`config.mk`:
```
export PLATFORM = sky130hd
export DESIGN_NAME = hfc_convert_unit
export DESIGN_NICKNAME = d
export VERILOG_FILES = /design/src/design/hfc_pkg.sv /design/src/design/hfc_lane.sv /design/src/design/hfc_convert_unit.sv
export SDC_FILE = /design/constraint.sdc
export NUM_CORES = 1
export LEC_CHECK = 0
export CAP_MARGIN = 20
export CORE_AREA = 2 2 276 278
export DETAILED_ROUTE_END_ITERATION = 12
export DIE_AREA = 0 0 278 280
export DONT_BUFFER_PORTS = 1
export HOLD_SLACK_MARGIN = 0.12
export SYNTH_ARGS = -nofsm -noshare
export SYNTH_HDL_FRONTEND = slang
export SYNTH_SLANG_ARGS = --single-unit
```
`constraint.sdc`:
```
create_clock -name mclk -period 11 [get_ports mclk]
set_input_delay 1.65 -clock mclk [delete_from_list [all_inputs] [get_ports mclk]]
set_output_delay 1.65 -clock mclk [all_outputs]
set_load 0.01 [all_outputs]
```
`src/design/hfc_pkg.sv`:
```
// package for the half/single float convert unit
package hfc_pkg;
    // immediate byte fields
    localparam int IMM_RC_LSB    = 0;
    localparam int IMM_SRC_BIT   = 2;
    // rounding modes
    typedef enum logic [1:0] {
        HFC_RND_NEAR  = 2'b00,
        HFC_RND_DOWN  = 2'b01,
        HFC_RND_UP    = 2'b10,
        HFC_RND_TRUNC = 2'b11
    } hfc_round_type;
    // operation codes
    typedef enum logic [1:0] {
        HFC_OP_NONE  = 2'b00,
        HFC_OP_H2S   = 2'b01,
        HFC_OP_S2H   = 2'b10,
        HFC_OP_XREAD = 2'b11
    } hfc_op_type;
    // control bit positions
    localparam int XEN_SSE_BIT   = 1;
    localparam int XEN_VEC_BIT   = 2;
    localparam int CR4_HND_BIT   = 10;
    // feature-query leaf 1 ecx bit positions
    localparam int FQ_CLMUL_BIT  = 1;
    localparam int FQ_CIPHER_BIT = 25;
    localparam int FQ_OSXS_BIT   = 27;
    localparam int FQ_VEC_BIT    = 28;
    // NaN narrowing
    localparam int NAN_DROP_BITS = 14;
    localparam logic [7:0] S_EXP_ONES = 8'hff;
    localparam logic [4:0] H_EXP_ONES = 5'h1f;
    // flags vector layout
    localparam int FLG_INV = 0;
    localparam int FLG_DEN = 1;
    localparam int FLG_W   = 2;
    // reset values
    localparam logic [63:0] XEN_RST   = 64'h0000_0000_0000_0001;
    localparam logic [1:0]  FLG_RST   = 2'h0;
    // register offsets on the local apb slave
    localparam logic [7:0] OFS_CTRL  = 8'h00;
    localparam logic [7:0] OFS_STAT  = 8'h04;
    localparam logic [7:0] OFS_MASK  = 8'h08;
    localparam logic [7:0] OFS_XENLO = 8'h0c;
    localparam logic [7:0] OFS_FEAT  = 8'h10;
endpackage : hfc_pkg

```
`src/design/hfc_lane.sv`:
```
// one packed lane: single<->half conversion with NaN and denormal handling
`timescale 1ns/10ps
module hfc_lane (
    // operation
    input  wire logic        to_half,
    input  wire logic [1:0]  rnd,
    // operands
    input  wire logic [31:0] src_s,
    input  wire logic [15:0] src_h,
    // results
    output logic      [31:0] res_s,
    output logic      [15:0] res_h,
    output logic             nan_in,
    output logic             snan_in,
    output logic             den_in
);
    import hfc_pkg::*;

    logic        sgn;
    logic [7:0]  e8;
    logic [22:0] m23;
    logic [4:0]  e5;
    logic [9:0]  m10;
    logic [24:0] sig;
    logic [9:0]  hm;
    logic [4:0]  he;
    logic        grd;
    logic        stk;
    logic        inc;
    logic [4:0]  lz;
    logic [9:0]  nm;
    integer      sh;

    always_comb begin
        sgn = to_half ? src_s[31] : src_h[15];
        e8 = src_s[30:23];
        m23 = src_s[22:0];
        e5 = src_h[14:10];
        m10 = src_h[9:0];
        res_s = 32'h0;
        res_h = 16'h0;
        nan_in = 1'b0;
        snan_in = 1'b0;
        den_in = 1'b0;
        sig = 25'h0;
        hm = 10'h0;
        he = 5'h0;
        grd = 1'b0;
        stk = 1'b0;
        inc = 1'b0;
        lz = 5'h0;
        nm = 10'h0;
        sh = 0;
        if (to_half) begin
            den_in = (e8 == 8'h00) && (m23 != 23'h0);
            if (e8 == S_EXP_ONES && m23 != 23'h0) begin
                nan_in = 1'b1;
                snan_in = ~m23[22];
                // keep sign, top bits of significand; force quiet
                res_h = {sgn, H_EXP_ONES, m23[22:NAN_DROP_BITS-1] | 10'h200};
            end else if (e8 == S_EXP_ONES) begin
                res_h = {sgn, H_EXP_ONES, 10'h0};
            end else if (e8 > 8'd142) begin
                // beyond range: saturate per rounding direction
                if (rnd == HFC_RND_TRUNC || (rnd == HFC_RND_DOWN && !sgn) || (rnd == HFC_RND_UP && sgn))
                    res_h = {sgn, 15'h7bff};
                else
                    res_h = {sgn, H_EXP_ONES, 10'h0};
            end else begin
                // align to half grid; denormal half outputs shift further right
                sig = {1'b0, e8 != 8'h00, m23} ;
                if (e8 >= 8'd113) begin
                    he = 5'(e8 - 8'd112);
                    hm = m23[22:13];
                    grd = m23[12];
                    stk = |m23[11:0];
                end else begin
                    sh = 113 - int'(e8);
                    if (sh > 24) sh = 25;
                    sig = sig >> sh;
                    he = 5'h0;
                    hm = sig[22:13];
                    grd = sig[12];
                    stk = (|sig[11:0]) || (e8 != 8'h00 && sh > 0 &&
                          ((({1'b1, m23}) & ((24'h1 << sh) - 24'h1)) != 24'h0)) || (e8 == 8'h00 && m23 != 23'h0);
                end
                unique case (rnd)
                    HFC_RND_NEAR:  inc = grd && (stk || hm[0]);
                    HFC_RND_DOWN:  inc = sgn && (grd || stk);
                    HFC_RND_UP:    inc = !sgn && (grd || stk);
                    HFC_RND_TRUNC: inc = 1'b0;
                endcase
                res_h = {sgn, he, hm} + {15'h0, inc};
            end
        end else begin
            if (e5 == H_EXP_ONES && m10 != 10'h0) begin
                nan_in = 1'b1;
                snan_in = ~m10[9];
                res_s = {sgn, S_EXP_ONES, m10 | 10'h200, 13'h0};
            end else if (e5 == H_EXP_ONES) begin
                res_s = {sgn, S_EXP_ONES, 23'h0};
            end else if (e5 == 5'h0 && m10 == 10'h0) begin
                res_s = {sgn, 31'h0};
            end else if (e5 == 5'h0) begin
                // normalise the half denormal; flag left alone
                lz = 5'h0;
                for (int i = 9; i >= 0; i--) begin
                    if (m10[i] && lz == 5'h0) lz = 5'(10 - i);
                end
                nm = 10'(m10 << lz);
                res_s = {sgn, 8'(8'd113 - {3'h0, lz}), nm, 13'h0};
            end else begin
                res_s = {sgn, 8'({3'h0, e5} + 8'd112), m10, 13'h0};
            end
        end
    end
endmodule : hfc_lane

```
`src/design/hfc_convert_unit.sv`:
```
// half/single float convert unit with extended-state gating and feature report
// Functional notes
// - with the override bit clear, immediate bits 1:0 pick nearest-even, down, up or truncate; bits 7:3 ignored.
// - immediate bit 2 at 0 uses the immediate field, at 1 uses the global rounding control.
// - a single NaN narrows to half keeping sign, all-ones exponent and the top 10 fraction bits.
// - a signalling NaN input has the second significand bit forced to 1 giving a quiet result.
// - a signalling NaN raises invalid when unmasked, else gives the quiet NaN; quiet NaN is no exception.
// - single-to-half of a denormal source sets the denormal flag and, with the denormal mask set, writes the rounded result.
// - half-to-single of a denormal source leaves the denormal flag and gives the same result.
// - every vector instruction faults undefined unless enable bits 2 and 1 are both set.
// - leaf 1 ecx reports bit 27 os state access, 28 vector, 25 cipher, 1 carry-less multiply.
// - the coprocessor-emulation bit never traps vector instructions.
// - unmasked conversion exceptions deliver the simd fault only when control bit 10 is set.
// - with that bit clear an unmasked exception becomes an undefined-opcode fault.
// - the extended-control read with ecx 0 returns the enable register in edx:eax while the os flag is set, else faults undefined.
// - the extended-control write is taken only at privileged level; the os flag implies the state support.
//
// The register offsets and register access over APB are this design's own decisions.
`timescale 1ns/10ps
module hfc_convert_unit #(
    parameter int LANES = 4
) (
    // clock and reset
    input  wire logic                 mclk,
    input  wire logic                 sys_rst,
    // instruction issue
    input  wire logic                 op_valid,
    input  wire hfc_pkg::hfc_op_type  op_code,
    input  wire logic [7:0]           op_imm,
    input  wire logic [31:0]          op_ecx,
    input  wire logic [LANES*32-1:0]  src_single,
    input  wire logic [LANES*16-1:0]  src_half,
    // extended-control write
    input  wire logic                 xwr_valid,
    input  wire logic                 xwr_priv,
    input  wire logic [31:0]          xwr_ecx,
    input  wire logic [63:0]          xwr_data,
    // os control state and feature straps
    input  wire logic [1:0]           global_round_control,
    input  wire logic                 inv_mask,
    input  wire logic                 den_mask,
    input  wire logic                 simd_handler_present,
    input  wire logic                 coproc_emulation_bit,
    input  wire logic                 os_ext_state_flag,
    input  wire logic                 vec_supported,
    input  wire logic                 cipher_supported,
    input  wire logic                 clmul_supported,
    // apb slave
    input  wire logic                 psel,
    input  wire logic                 penable,
    input  wire logic                 pwrite,
    input  wire logic [7:0]           paddr,
    input  wire logic [31:0]          pwdata,
    output logic      [31:0]          prdata,
    output logic                      pready,
    output logic                      pslverr,
    // results
    output logic                      res_valid,
    output logic [LANES*32-1:0]       res_single,
    output logic [LANES*16-1:0]       res_half,
    output logic [63:0]               res_edx_eax,
    output logic                      undefined_opcode_fault,
    output logic                      simd_fp_fault,
    output logic                      xwr_fault,
    output logic [31:0]               feature_ecx,
    output logic                      irq
);
    import hfc_pkg::*;

    logic [63:0]           ext_state_enable_reg_r, ext_state_enable_reg_nxt;
    logic [FLG_W-1:0]      flags_r, flags_nxt;
    logic [FLG_W-1:0]      irq_mask_r, irq_mask_nxt;
    logic                  res_valid_r, res_valid_nxt;
    logic [LANES*32-1:0]   res_single_r, res_single_nxt;
    logic [LANES*16-1:0]   res_half_r, res_half_nxt;
    logic [63:0]           res_x_r, res_x_nxt;
    logic                  ud_r, ud_nxt;
    logic                  xm_r, xm_nxt;
    logic                  xwf_r, xwf_nxt;
    logic [31:0]           feat_r, feat_nxt;
    logic [31:0]           prdata_r, prdata_nxt;
    logic                  pready_r, pready_nxt;
    logic                  pslverr_r, pslverr_nxt;
    logic                  irq_r, irq_nxt;

    logic [1:0]            eff_rnd;
    logic [LANES*32-1:0]   lane_s;
    logic [LANES*16-1:0]   lane_h;
    logic [LANES-1:0]      lane_nan, lane_snan, lane_den;
    logic                  is_vec, vec_ok, ev_inv, ev_den, unmasked;

    function automatic logic [31:0] rd_mux(input logic [7:0] a, input logic [FLG_W-1:0] st,
                                           input logic [FLG_W-1:0] mk, input logic [63:0] xe,
                                           input logic [31:0] ft);
        rd_mux = 32'h0;
        unique case (a)
            OFS_STAT:  rd_mux = {30'h0, st};
            OFS_MASK:  rd_mux = {30'h0, mk};
            OFS_XENLO: rd_mux = xe[31:0];
            OFS_FEAT:  rd_mux = ft;
            default:   rd_mux = 32'h0;
        endcase
    endfunction : rd_mux

    function automatic logic addr_ok(input logic [7:0] a);
        addr_ok = (a == OFS_CTRL) || (a == OFS_STAT) || (a == OFS_MASK) ||
                  (a == OFS_XENLO) || (a == OFS_FEAT);
    endfunction : addr_ok

    // override bit picks immediate field or global control
    assign eff_rnd = op_imm[IMM_SRC_BIT] ? global_round_control : op_imm[IMM_RC_LSB +: 2];

    genvar g;
    generate
        for (g = 0; g < LANES; g++) begin : g_lane
            hfc_lane u_lane (
                .to_half (op_code == HFC_OP_S2H),
                .rnd     (eff_rnd),
                .src_s   (src_single[g*32 +: 32]),
                .src_h   (src_half[g*16 +: 16]),
                .res_s   (lane_s[g*32 +: 32]),
                .res_h   (lane_h[g*16 +: 16]),
                .nan_in  (lane_nan[g]),
                .snan_in (lane_snan[g]),
                .den_in  (lane_den[g])
            );
        end
    endgenerate

    always_comb begin
        is_vec = op_valid && (op_code == HFC_OP_H2S || op_code == HFC_OP_S2H);
        // emulation bit deliberately not consulted here
        vec_ok = ext_state_enable_reg_r[XEN_VEC_BIT] && ext_state_enable_reg_r[XEN_SSE_BIT];
        ev_inv = is_vec && vec_ok && (|lane_snan);
        ev_den = is_vec && vec_ok && (op_code == HFC_OP_S2H) && (|lane_den);
        unmasked = (ev_inv && !inv_mask) || (ev_den && !den_mask);

        ext_state_enable_reg_nxt = ext_state_enable_reg_r;
        xwf_nxt = 1'b0;
        if (xwr_valid) begin
            // only privileged writes to index 0 with bit 0 kept land
            if (xwr_priv && xwr_ecx == 32'h0 && xwr_data[0]) begin
                ext_state_enable_reg_nxt = xwr_data;
            end else begin
                xwf_nxt = 1'b1;
            end
        end

        res_valid_nxt = op_valid;
        res_single_nxt = res_single_r;
        res_half_nxt = res_half_r;
        res_x_nxt = res_x_r;
        ud_nxt = 1'b0;
        xm_nxt = 1'b0;
        if (is_vec && !vec_ok) begin
            ud_nxt = 1'b1;
        end else if (is_vec && unmasked) begin
            // without an os handler the fault degrades to undefined opcode
            xm_nxt = simd_handler_present;
            ud_nxt = !simd_handler_present;
        end else if (is_vec) begin
            res_single_nxt = lane_s;
            res_half_nxt = lane_h;
        end else if (op_valid && op_code == HFC_OP_XREAD) begin
            if (op_ecx == 32'h0 && os_ext_state_flag) res_x_nxt = ext_state_enable_reg_r;
            else ud_nxt = 1'b1;
        end

        feat_nxt = 32'h0;
        feat_nxt[FQ_OSXS_BIT] = os_ext_state_flag;
        feat_nxt[FQ_VEC_BIT] = vec_supported;
        feat_nxt[FQ_CIPHER_BIT] = cipher_supported;
        feat_nxt[FQ_CLMUL_BIT] = clmul_supported;

        // sticky status: set wins over write-one clear
        flags_nxt = flags_r;
        irq_mask_nxt = irq_mask_r;
        prdata_nxt = prdata_r;
        pready_nxt = 1'b0;
        pslverr_nxt = 1'b0;
        if (psel && !penable) begin
            pready_nxt = 1'b1;
            pslverr_nxt = !addr_ok(paddr);
            prdata_nxt = pwrite ? 32'h0 : rd_mux(paddr, flags_r, irq_mask_r, ext_state_enable_reg_r, feat_r);
        end
        if (psel && penable && pready_r && pwrite) begin
            if (paddr == OFS_STAT) flags_nxt = flags_r & ~pwdata[FLG_W-1:0];
            if (paddr == OFS_MASK) irq_mask_nxt = pwdata[FLG_W-1:0];
        end
        if (ev_inv) flags_nxt[FLG_INV] = 1'b1;
        if (ev_den) flags_nxt[FLG_DEN] = 1'b1;
        irq_nxt = |(flags_nxt & irq_mask_nxt);
    end

    always_ff @(posedge mclk or posedge sys_rst) begin
        if (sys_rst) begin
            ext_state_enable_reg_r <= XEN_RST;
            flags_r <= FLG_RST;
            irq_mask_r <= FLG_RST;
            res_valid_r <= 1'b0;
            res_single_r <= '0;
            res_half_r <= '0;
            res_x_r <= 64'h0;
            ud_r <= 1'b0;
            xm_r <= 1'b0;
            xwf_r <= 1'b0;
            feat_r <= 32'h0;
            prdata_r <= 32'h0;
            pready_r <= 1'b0;
            pslverr_r <= 1'b0;
            irq_r <= 1'b0;
        end else begin
            ext_state_enable_reg_r <= ext_state_enable_reg_nxt;
            flags_r <= flags_nxt;
            irq_mask_r <= irq_mask_nxt;
            res_valid_r <= res_valid_nxt;
            res_single_r <= res_single_nxt;
            res_half_r <= res_half_nxt;
            res_x_r <= res_x_nxt;
            ud_r <= ud_nxt;
            xm_r <= xm_nxt;
            xwf_r <= xwf_nxt;
            feat_r <= feat_nxt;
            prdata_r <= prdata_nxt;
            pready_r <= pready_nxt;
            pslverr_r <= pslverr_nxt;
            irq_r <= irq_nxt;
        end
    end

    assign res_valid = res_valid_r;
    assign res_single = res_single_r;
    assign res_half = res_half_r;
    assign res_edx_eax = res_x_r;
    assign undefined_opcode_fault = ud_r;
    assign simd_fp_fault = xm_r;
    assign xwr_fault = xwf_r;
    assign feature_ecx = feat_r;
    assign prdata = prdata_r;
    assign pready = pready_r;
    assign pslverr = pslverr_r;
    assign irq = irq_r;
endmodule : hfc_convert_unit

```
* After elaboration in Yosys (flattened, before gate mapping)
Index checks and enable logic that the tools add are counted.
** Storage, ports and cells
- Register bits :: 367
** Operators by class
- Bitwise logic cells :: 18
- Shift-type cells :: 12
- $lt $le $gt $ge :: 16
- $add $sub $neg :: 24
- Eq/ne operators :: 18
- Reduce and logical (&&, ||, !) cells :: 220
- Multiplexer cells :: 444
** Operators with widths (number)
- 2-to-1 mux 5 bit :: 256
- 2-to-1 mux 32 bit :: 29
- 2-to-1 mux 31 bit :: 16
- 2-to-1 mux 16 bit :: 16
- logical NOT 5 bit :: 40
- 2-to-1 mux 10 bit :: 20
- > comparator 32 x 1 -> 1 bit (second input constant) :: 4
- > comparator 32 x 6 -> 1 bit (second input constant) :: 4
- one-hot mux 32 bit (4 select lines) :: 1
- << shifter 1 x 32 -> 24 bit (first input constant) :: 4
- >> shifter 24 x 32 -> 23 bit :: 4
- logical AND 1 bit :: 98
- AND 24 bit :: 4
- nonzero test 24 bit :: 4
- OR reduction 12 bit :: 8
- subtractor 24 x 1 -> 24 bit (second input constant) :: 4
- 2-to-1 mux 1 bit :: 93
- nonzero test 23 bit :: 4
- adder 16 x 1 -> 16 bit :: 4
- logical NOT 32 bit :: 2
- 2-to-1 mux 11 bit :: 4
- logical NOT 10 bit :: 4
- logical NOT 8 bit :: 5
- nonzero test 10 bit :: 4
- other kinds (28) :: 120

* Longest topological paths before layout
Gate-level depths: netlist (run 1).
- Depth after elaboration :: 84
- Gate-level depth with buffers :: 31
- Depth with buffers taken out :: 26

* Hierarchy
Synthesis (run 1) repeated with hierarchy kept, for this count alone.
** Unflattened totals
- Cell total of the unflattened synthesis :: 3389
- Area total of the unflattened synthesis :: 29655.9 µm²
** Modules (own cells, without submodules)
- hfc_convert_unit :: seq. area each 9185.1 µm², cells each 894, times used 1, area each 14216.1 µm²
- hfc_lane at g_lane[0].u_lane ... :: seq. area each 0.0 µm², cells each 613, times used 2, area each 3841.2 µm²
- hfc_lane at g_lane[2].u_lane :: seq. area each 0.0 µm², cells each 636, times used 1, area each 3893.7 µm²
- hfc_lane at g_lane[3].u_lane :: seq. area each 0.0 µm², cells each 633, times used 1, area each 3863.7 µm²

* Worst setup path before layout (run 1)
Ideal clock, no wire load.
- Path kind :: input to register
- Start point :: in src_single[120]
- End point :: reg res_half_r[55], in the netlist res_half[55]
- Data required time :: 10.865 ns
- Stages :: 30
- Slack :: 3.855 ns
- Data arrival time :: 7.010 ns
- Setup time :: 0.135 ns
- Path through :: buf_2 -> inv_1 -> clkbuf_1 -> ha_1 -> buf_2 -> nor2b_1 -> o21ai_0 -> o2bb2a_2 -> buf_6 -> a21oi_1 -> clkbuf_1 -> nand2_1 -> ha_1 -> clkbuf_1 -> inv_1 -> a41o_1 -> a41oi_1 -> o21ai_0 -> a22oi_1 -> a41oi_1 -> a311oi_1 -> a2111oi_0 -> nand4_1 -> o211ai_1 -> a31oi_1 -> ha_1 -> o211ai_2 -> nor4_1 -> mux2_2 -> a21boi_0
** On the way
- Longest elaborated chain between the ends :: 32
** RTL lines
- from (decl) :: line hfc_convert_unit.sv:31 : input wire logic [LANES*32-1:0] src_single,
- subtractor 7 x 8 -> 9 bit :: line hfc_lane.sv:78 : sh = 113 - int'(e8);
- > comparator 32 x 6 -> 1 bit :: line hfc_lane.sv:79 : if (sh > 24) sh = 25;
- 2-to-1 mux 32 bit :: line hfc_lane.sv:79
- 2-to-1 mux 32 bit :: line hfc_lane.sv:72 : if (e8 >= 8'd113) begin
- 2-to-1 mux 32 bit :: line hfc_lane.sv:63 : end else if (e8 > 8'd142) begin
- 2-to-1 mux 32 bit :: line hfc_lane.sv:61 : end else if (e8 == S_EXP_ONES) begin
- 2-to-1 mux 32 bit :: line hfc_lane.sv:56 : if (e8 == S_EXP_ONES && m23 != 23'h0) begin
- 2-to-1 mux 32 bit :: line hfc_lane.sv:54 : if (to_half) begin
- (+16 left out)
- 2-to-1 mux 1 bit :: line hfc_lane.sv:61
- 2-to-1 mux 1 bit :: line hfc_lane.sv:56
- 2-to-1 mux 1 bit :: line hfc_lane.sv:54
- adder 16 x 1 -> 16 bit :: line hfc_lane.sv:93 : res_h = {sgn, he, hm} + {15'h0, inc};
- 2-to-1 mux 16 bit :: line hfc_lane.sv:63
- 2-to-1 mux 16 bit :: line hfc_lane.sv:61
- 2-to-1 mux 16 bit :: line hfc_lane.sv:56
- 2-to-1 mux 16 bit :: line hfc_lane.sv:54
- to (signal assigned) :: line hfc_convert_unit.sv:218 : res_half_r <= res_half_nxt;
- to (decl) :: line hfc_convert_unit.sv:75 : logic [LANES*16-1:0] res_half_r, res_half_nxt;
Several ways; a longest one is shown, not always the timed one. The select of a mux whose other input is x is not followed.
A chain may end at the register's enable or synchronous reset.

* Worst setup path in the final report (run 1)
Ends and elaborated chain as after synthesis.

==> out/metrics.csv, run 1 <==
metric;value;unit
status;finished clean;
critical_path.reg2reg.endpoint;res_single[19]$_DFFE_PP0P_;
hpwl;84700;um
grtUsageTotal;0.275;
initial_core_utilization;0.351;
worst_setup_startpoint;src_single[120];
horizontal_extent_of_the_die;278;um
clkTransAtPathRegs;0.06;ns
layout_common_cells;345 x sky130_fd_sc_hd__nand2_1, 310 x sky130_fd_sc_hd__dfrtp_1, 252 x sky130_fd_sc_hd__nor2_1;
stdcell_count;4142;
fill_cells;7752;
avgViaCountPerCell;6.51;
design.die.area;77800;um^2
total_grt_overflow;0;
fin_crit;7.60;ns
firstDrtPassIters;6;
crit_type;input port to register;
ys.flop_type;sky130_fd_sc_hd__dfrtp_1;
grt_first_pass_wirelength;166000;um
power_density;111;nW/um^2
ys_warn_count;0;
reg2reg_from;ext_state_enable_reg_r[1]$_DFFE_PP0P_;
timing.max_cap.violations;0;
cts_resized;0;
synth_area;26400;um^2
critical-path-slowest-cell;sky130_fd_sc_hd__o2bb2a_2;
most_common_cell_after_layout_fill_and_taps_aside;sky130_fd_sc_hd__nand2_1;
top_level_ports;715;
cp_slowest_stage_delay;0.55;ns
cts_tree;done;
ys_ff_latch;311;
distinct_cells_synth;111;
post-route-drc-count;0;
postSynthAreaPerCell;8.07;um^2
number_of_synthesized_flops_with_an_enable_pin;0;
number_of_instances_in_the_synthesized_netlist;3269;
slew_viol_final;0;
post_route_clock_period_utilization;0.691;
max_clock_freq;132;MHz
drt_first_iter_violations;3138;
worstSetupPathDepth;24;
yosysSeqAreaShare;0.295;
post_route_cells_drive_above_1_share;0.113;
crit_fanout;38;
gate_family_responsible_for_the_most_delay_along_the_worst_path;compound AO/OA/AOI/OAI gates;
dp.cells;4059;
number_of_global_route_vias_before_repair;24768;
antenna_left;0;
h-tree-depth;2;
critical_path.startpoint_type;input port;
clockRootBuffer;sky130_fd_sc_hd__clkbuf_16;
final-setup-viol-count;0;
design.core.area;75200;um^2
timing.setup.tns;0;ns
crit_arrival;8.04;ns
wl;113000;um
area.growth.synth_to_final;6.48;%
critPathCaptureType;register;
critical-path-top-cell-by-count;sky130_fd_sc_hd__ha_1;
timing.reg2reg.worst_path_depth;8;
cts_setup_buffers;0;
crit_chain;inv_1 -> ha_1 -> nor2b_1 -> o21ai_0 -> o2bb2a_2 -> a21oi_1 -> nand2_1 -> ha_1 -> inv_1 -> a41o_1 -> a41oi_1 -> o21ai_0 -> a22oi_1 -> a41oi_1 -> a311oi_1 -> a2111oi_0 -> nand4_1 -> o211ai_1 -> a31oi_1 -> ha_1 -> o211ai_2 -> nor4_1 -> mux2_2 -> a21boi_0;
hold_path_class;register to register;
regToRegSetupSlack;6.98;ns
worstSkewPairLatency;0.57;ns
crit_buf_inv;2;
final_net_count;3544;
pin_count_of_the_biggest_net_entering_global_routing;125;
buffer_ports.inserted;0;
hold_violations;0;
power;3110;uW
total_clock_buffers_created_by_cts;39;
ctsHoldBuffers;0;
die_height;280;um
relSlewSlack;0.258;
detail_route.wl_per_cell;27.3;um
vias;26951;
asyncSetResetFlopFracSynth;1.00;
rsz_0062_raised_after_global_routing;false;
placementRows;101;
antenna_found_initial;11;
vdd_ir_drop_max;94.9;uV
gp_congestion;1.01;
skew;0.0255;ns
worst_margin_pin_slew;1.11;ns
power.leakage;0.0115;uW
clk_path_buf_depth;3;
crit_required;11.44;ns
critPathCapture;res_half[55]$_DFFE_PP0P_;
clkSinkCount;311;
-- per-stage QoR --
step / hold WS [ns] / utilization / area, um^2 / worst slack [ns]
floorplan: 0.466 / - / 26700 / 0.751
global placement: 0.481 / 0.355 / 26700 / 3.02
detailed placement: 0.491 / 0.355 / 26700 / 3.07
CTS: 0.504 / 0.373 / 28000 / 3.66
global route: 0.513 / 0.373 / 28100 / 2.91
finish: 0.489 / 0.374 / 28100 / 3.40
-- Yosys cell counts, types with 14 or more instances --
cell | instances | area share
sky130_fd_sc_hd__dfrtp_1 | 310 | 0.29
sky130_fd_sc_hd__clkbuf_1 | 171 | 0.024
sky130_fd_sc_hd__nor2b_1 | 24 | 0.0057
sky130_fd_sc_hd__nor3b_1 | 14 | 0.0040
sky130_fd_sc_hd__a211oi_1 | 34 | 0.0097
sky130_fd_sc_hd__o21ai_1 | 16 | 0.0030
sky130_fd_sc_hd__o21ai_0 | 231 | 0.044
sky130_fd_sc_hd__buf_2 | 31 | 0.0059
sky130_fd_sc_hd__mux2i_1 | 65 | 0.025
sky130_fd_sc_hd__a31oi_1 | 51 | 0.012
sky130_fd_sc_hd__or3_1 | 38 | 0.0090
sky130_fd_sc_hd__o211ai_1 | 29 | 0.0083
sky130_fd_sc_hd__inv_1 | 74 | 0.011
sky130_fd_sc_hd__a221oi_1 | 25 | 0.0083
sky130_fd_sc_hd__buf_1 | 16 | 0.0023
sky130_fd_sc_hd__a22oi_1 | 49 | 0.014
sky130_fd_sc_hd__o31ai_1 | 51 | 0.015
sky130_fd_sc_hd__a21o_1 | 23 | 0.0065
sky130_fd_sc_hd__nand4_1 | 53 | 0.013
sky130_fd_sc_hd__o2111ai_1 | 14 | 0.0046
sky130_fd_sc_hd__a32oi_1 | 19 | 0.0063
sky130_fd_sc_hd__nor4_1 | 60 | 0.014
sky130_fd_sc_hd__a221o_1 | 21 | 0.0080
sky130_fd_sc_hd__nand3_1 | 110 | 0.021
sky130_fd_sc_hd__a22o_1 | 54 | 0.018
sky130_fd_sc_hd__a21boi_0 | 20 | 0.0057
sky130_fd_sc_hd__nor3_1 | 87 | 0.017
sky130_fd_sc_hd__xor2_1 | 28 | 0.0093
sky130_fd_sc_hd__xnor2_1 | 43 | 0.014
sky130_fd_sc_hd__and2_1 | 28 | 0.0066
sky130_fd_sc_hd__o21a_1 | 24 | 0.0068
sky130_fd_sc_hd__nand2b_1 | 31 | 0.0074
sky130_fd_sc_hd__ha_1 | 32 | 0.015
sky130_fd_sc_hd__buf_4 | 88 | 0.025
sky130_fd_sc_hd__and3_1 | 32 | 0.0076
sky130_fd_sc_hd__nor2_1 | 254 | 0.036
sky130_fd_sc_hd__mux2_2 | 148 | 0.063
sky130_fd_sc_hd__a2111oi_0 | 15 | 0.0050
sky130_fd_sc_hd__nand2_1 | 345 | 0.049
sky130_fd_sc_hd__or2_2 | 25 | 0.0059
sky130_fd_sc_hd__o22ai_1 | 23 | 0.0055
sky130_fd_sc_hd__a21oi_1 | 208 | 0.039
-- power by group --
part	total (uW)	internal, uW	switching [uW]	leakage, uW
clock network	1350	776	574	0.000635
registers	1150	1150	3.67	0.00433
logic	612	203	410	0.00657
-- cell type report --
| class | count | area [um^2] | area share |
|---|---|---|---|
| Clock buffer | 51 | 1070 | 0.0381 |
| Multi-Input combinational cell | 2648 | 17100 | 0.608 |
| Timing Repair Buffer | 45 | 355 | 0.0127 |
| Antenna cell | 12 | 30.0 | 0.00107 |
| Sequential cell | 311 | 7780 | 0.277 |
| Clock inverter | 18 | 255 | 0.00909 |
| Tap cell | 978 | 1220 | 0.0436 |
| Inverter | 79 | 304 | 0.0108 |
-- metal layers --
layer	vias up	track usage	share of wire
li1	11928	-	-
met1	13046	0.364	0.40
met2	1692	0.425	0.43
met3	279	0.0855	0.12
met4	6	0.0884	0.037
met5	-	0	0.00037
-- cells by family after synthesis --
kind of cell	Yosys count	share of synthesized area
AND/OR/NAND/NOR	1177	0.223
AO/OA/AOI/OAI	1066	0.277
buffers and inverters	389	0.0705
flip-flops	311	0.295
multiplexers	221	0.0947
XOR/XNOR	72	0.0242
adder cells (fa/ha/maj)	32	0.0152
other	1	0.000142
-- sequential cells by signal (all words and copies together), names as in the netlist, 2 cells and up --
register                cells
flags_r                     2
res_single                 72
feature_ecx                 4
ext_state_enable_reg_r     64
res_half                   64
prdata                     32
res_edx_eax                64
irq_mask_r                  2
-- worst min path at each step --
stage,from,endpoint,slack (ns),cells past startpoint
floorplan,flags_r[1]$_DFF_PP0_,flags_r[1]$_DFF_PP0_,0.47,1
global placement,ext_state_enable_reg_r[59]$_DFFE_PP0P_,res_edx_eax[59]$_DFFE_PP0P_,0.48,1
detailed placement,ext_state_enable_reg_r[53]$_DFFE_PP0P_,res_edx_eax[53]$_DFFE_PP0P_,0.49,1
CTS,ext_state_enable_reg_r[63]$_DFFE_PP0P_,res_edx_eax[63]$_DFFE_PP0P_,0.50,1
global route,ext_state_enable_reg_r[47]$_DFFE_PP0P_,ext_state_enable_reg_r[47]$_DFFE_PP0P_,0.51,1
finish,ext_state_enable_reg_r[63]$_DFFE_PP0P_,res_edx_eax[63]$_DFFE_PP0P_,0.49,1
(Power assumes the default switching activity.)
==> inputs of run 2 (changes only) <==
==> constraint.sdc (replaced) <==
create_clock -name mclk -period 6.6 [get_ports mclk]
set_input_delay 0.99 -clock mclk [delete_from_list [all_inputs] [get_ports mclk]]
set_output_delay 0.99 -clock mclk [all_outputs]
set_load 0.01 [all_outputs]
==> out/metrics.csv, run 2 (same netlist as run 1, synthesis figures left out) <==
metric;value;unit
largest_register_ff_count;72;
power.net_switching;1640;uW
antenna_left;0;
horizontal_extent_of_the_die;278;um
placed_instance_area;27200;um^2
cts_resized;0;
antenna_found_initial;4;
cts_tree;done;
fill_cells;7692;
number_of_global_route_vias_before_repair;25156;
maxUsedRoutingLayer;met5;
route.met3.wl;13000;um
avgViaCountPerCell;6.48;
regToRegSetupSlack;2.87;ns
critical-path-slowest-cell;sky130_fd_sc_hd__a2111oi_0;
final_cell_area;28600;um^2
clkTransAtPathRegs;0.06;ns
final_net_count;3602;
crit_required;7.05;ns
rsz_0062_raised_after_global_routing;false;
top_level_ports;715;
fin_crit;5.88;ns
p_int;3720;uW
initial_core_utilization;0.351;
design.die.area;77800;um^2
critical_path.startpoint_type;input port;
vias;27188;
post_route_clock_period_utilization;0.891;
area.growth.synth_to_final;8.58;%
post-route-drc-count;0;
comb_power_share;0.196;
power.leakage;0.0119;uW
timing.setup.tns;0;ns
clk_path_buf_depth;3;
worst_margin_pin_slew;1.05;ns
design.core.area;75200;um^2
placementRows;101;
die_height;280;um
pin_count_of_the_biggest_net_entering_global_routing;184;
drt-met1-wl;46100;um
hpwl;85200;um
clockRootBuffer;sky130_fd_sc_hd__clkbuf_16;
status;finished clean;
clkSinkCount;311;
grt_first_pass_wirelength;167000;um
wl_met2;49500;um
detail_route.wl_per_cell;27.0;um
skew;0.0185;ns
total_clock_buffers_created_by_cts;39;
hold_path_class;input port to async pin;
total_grt_overflow;0;
cp_slowest_stage_delay;0.45;ns
cts_setup_buffers;0;
sequentialPowerShare;0.358;
share_clk_of_total_power;0.446;
worstSkewPairLatency;0.58;ns
grtUsageTotal;0.275;
ctsHoldBuffers;0;
power.share.switching;0.306;
layout_common_cells;345 x sky130_fd_sc_hd__nand2_1, 310 x sky130_fd_sc_hd__dfrtp_1, 252 x sky130_fd_sc_hd__nor2_1;
post_route_cells_drive_above_1_share;0.130;
final-setup-viol-count;0;
gp_congestion;0.997;
max_clock_freq;170;MHz
wl;113000;um
h-tree-depth;2;
crit_type;input port to register;
drt_first_iter_violations;3111;
timing.max_cap.violations;0;
hold_violations;0;
firstDrtPassIters;8;
crit_arrival;6.34;ns
vdd_ir_drop_max;158;uV
most_common_cell_after_layout_fill_and_taps_aside;sky130_fd_sc_hd__nand2_1;
critPathCaptureType;register;
relSlewSlack;0.297;
crit_fanout;35;
slew_viol_final;0;
buffer_ports.inserted;0;
power_density;187;nW/um^2
[run 2: routing by layer]
metal	up-vias	GRT usage
li1	12036	-
met1	13192	0.370
met2	1699	0.428
met3	259	0.0716
met4	2	0.0934
met5	-	0
[run 2: metrics by stage]
stage / total power [uW] / utilization / setup slack (ns) / cells / hold WS, ns
floorplan: 2770 / - / 0.115 / 3348 / 0.466
global placement: 2980 / 0.362 / 0.275 / 4118 / 0.482
detailed placement: 2970 / 0.362 / 0.271 / 4119 / 0.483
CTS: 5380 / 0.381 / 0.863 / 4189 / 0.340
global route: 5570 / 0.381 / 0.444 / 4189 / 0.380
finish: 5360 / 0.381 / 0.717 / 4193 / 0.370
[run 2: path summary, 6_finish.rpt]
kind	from	to	cells past startpoint
setup / recovery	src_single[56]	res_half[20]$_DFFE_PP0P_	25
hold / removal	sys_rst	res_edx_eax[2]$_DFFE_PP0P_	1
setup reg to reg	ext_state_enable_reg_r[2]$_DFFE_PP0P_	res_single[17]$_DFFE_PP0P_	9
hold reg to reg	flags_r[1]$_DFF_PP0_	flags_r[1]$_DFF_PP0_	1
max in group asynchronous	sys_rst	res_half[18]$_DFFE_PP0P_	2
min in group mclk	clmul_supported	feature_ecx[1]$_DFF_PP0_	0
[run 2: power by group through the flow]
stage	Combinational (uW)	Sequential (uW)	Clock (uW)
3_3_place_gp	1030	1950	0
3_5_place_dp	1020	1950	0
2_1_floorplan	825	1950	0
5_1_grt	1140	1920	2510
4_1_cts	1020	1920	2450
6_report	1050	1920	2390
[run 2: cell type report]
class | instances | area [um^2] | area share
multi-input cells | 2648 | 17100 | 0.596
well taps | 978 | 1220 | 0.0427
flip-flops and latches | 311 | 7780 | 0.272
diodes | 4 | 10.0 | 0.000349
clock buffers | 50 | 1080 | 0.0376
clock inverters | 20 | 352 | 0.0123
repair buffers | 103 | 833 | 0.0291
inverters | 79 | 300 | 0.0105
[run 2: critical path, delay by kind of cell]
kind | cells | cell delay, ns
XOR/XNOR | 2 | 0.34
adder cells (fa/ha/maj) | 3 | 0.81
buffers and inverters | 5 | 0.76
AO/OA/AOI/OAI | 8 | 1.62
AND/OR/NAND/NOR | 7 | 1.81
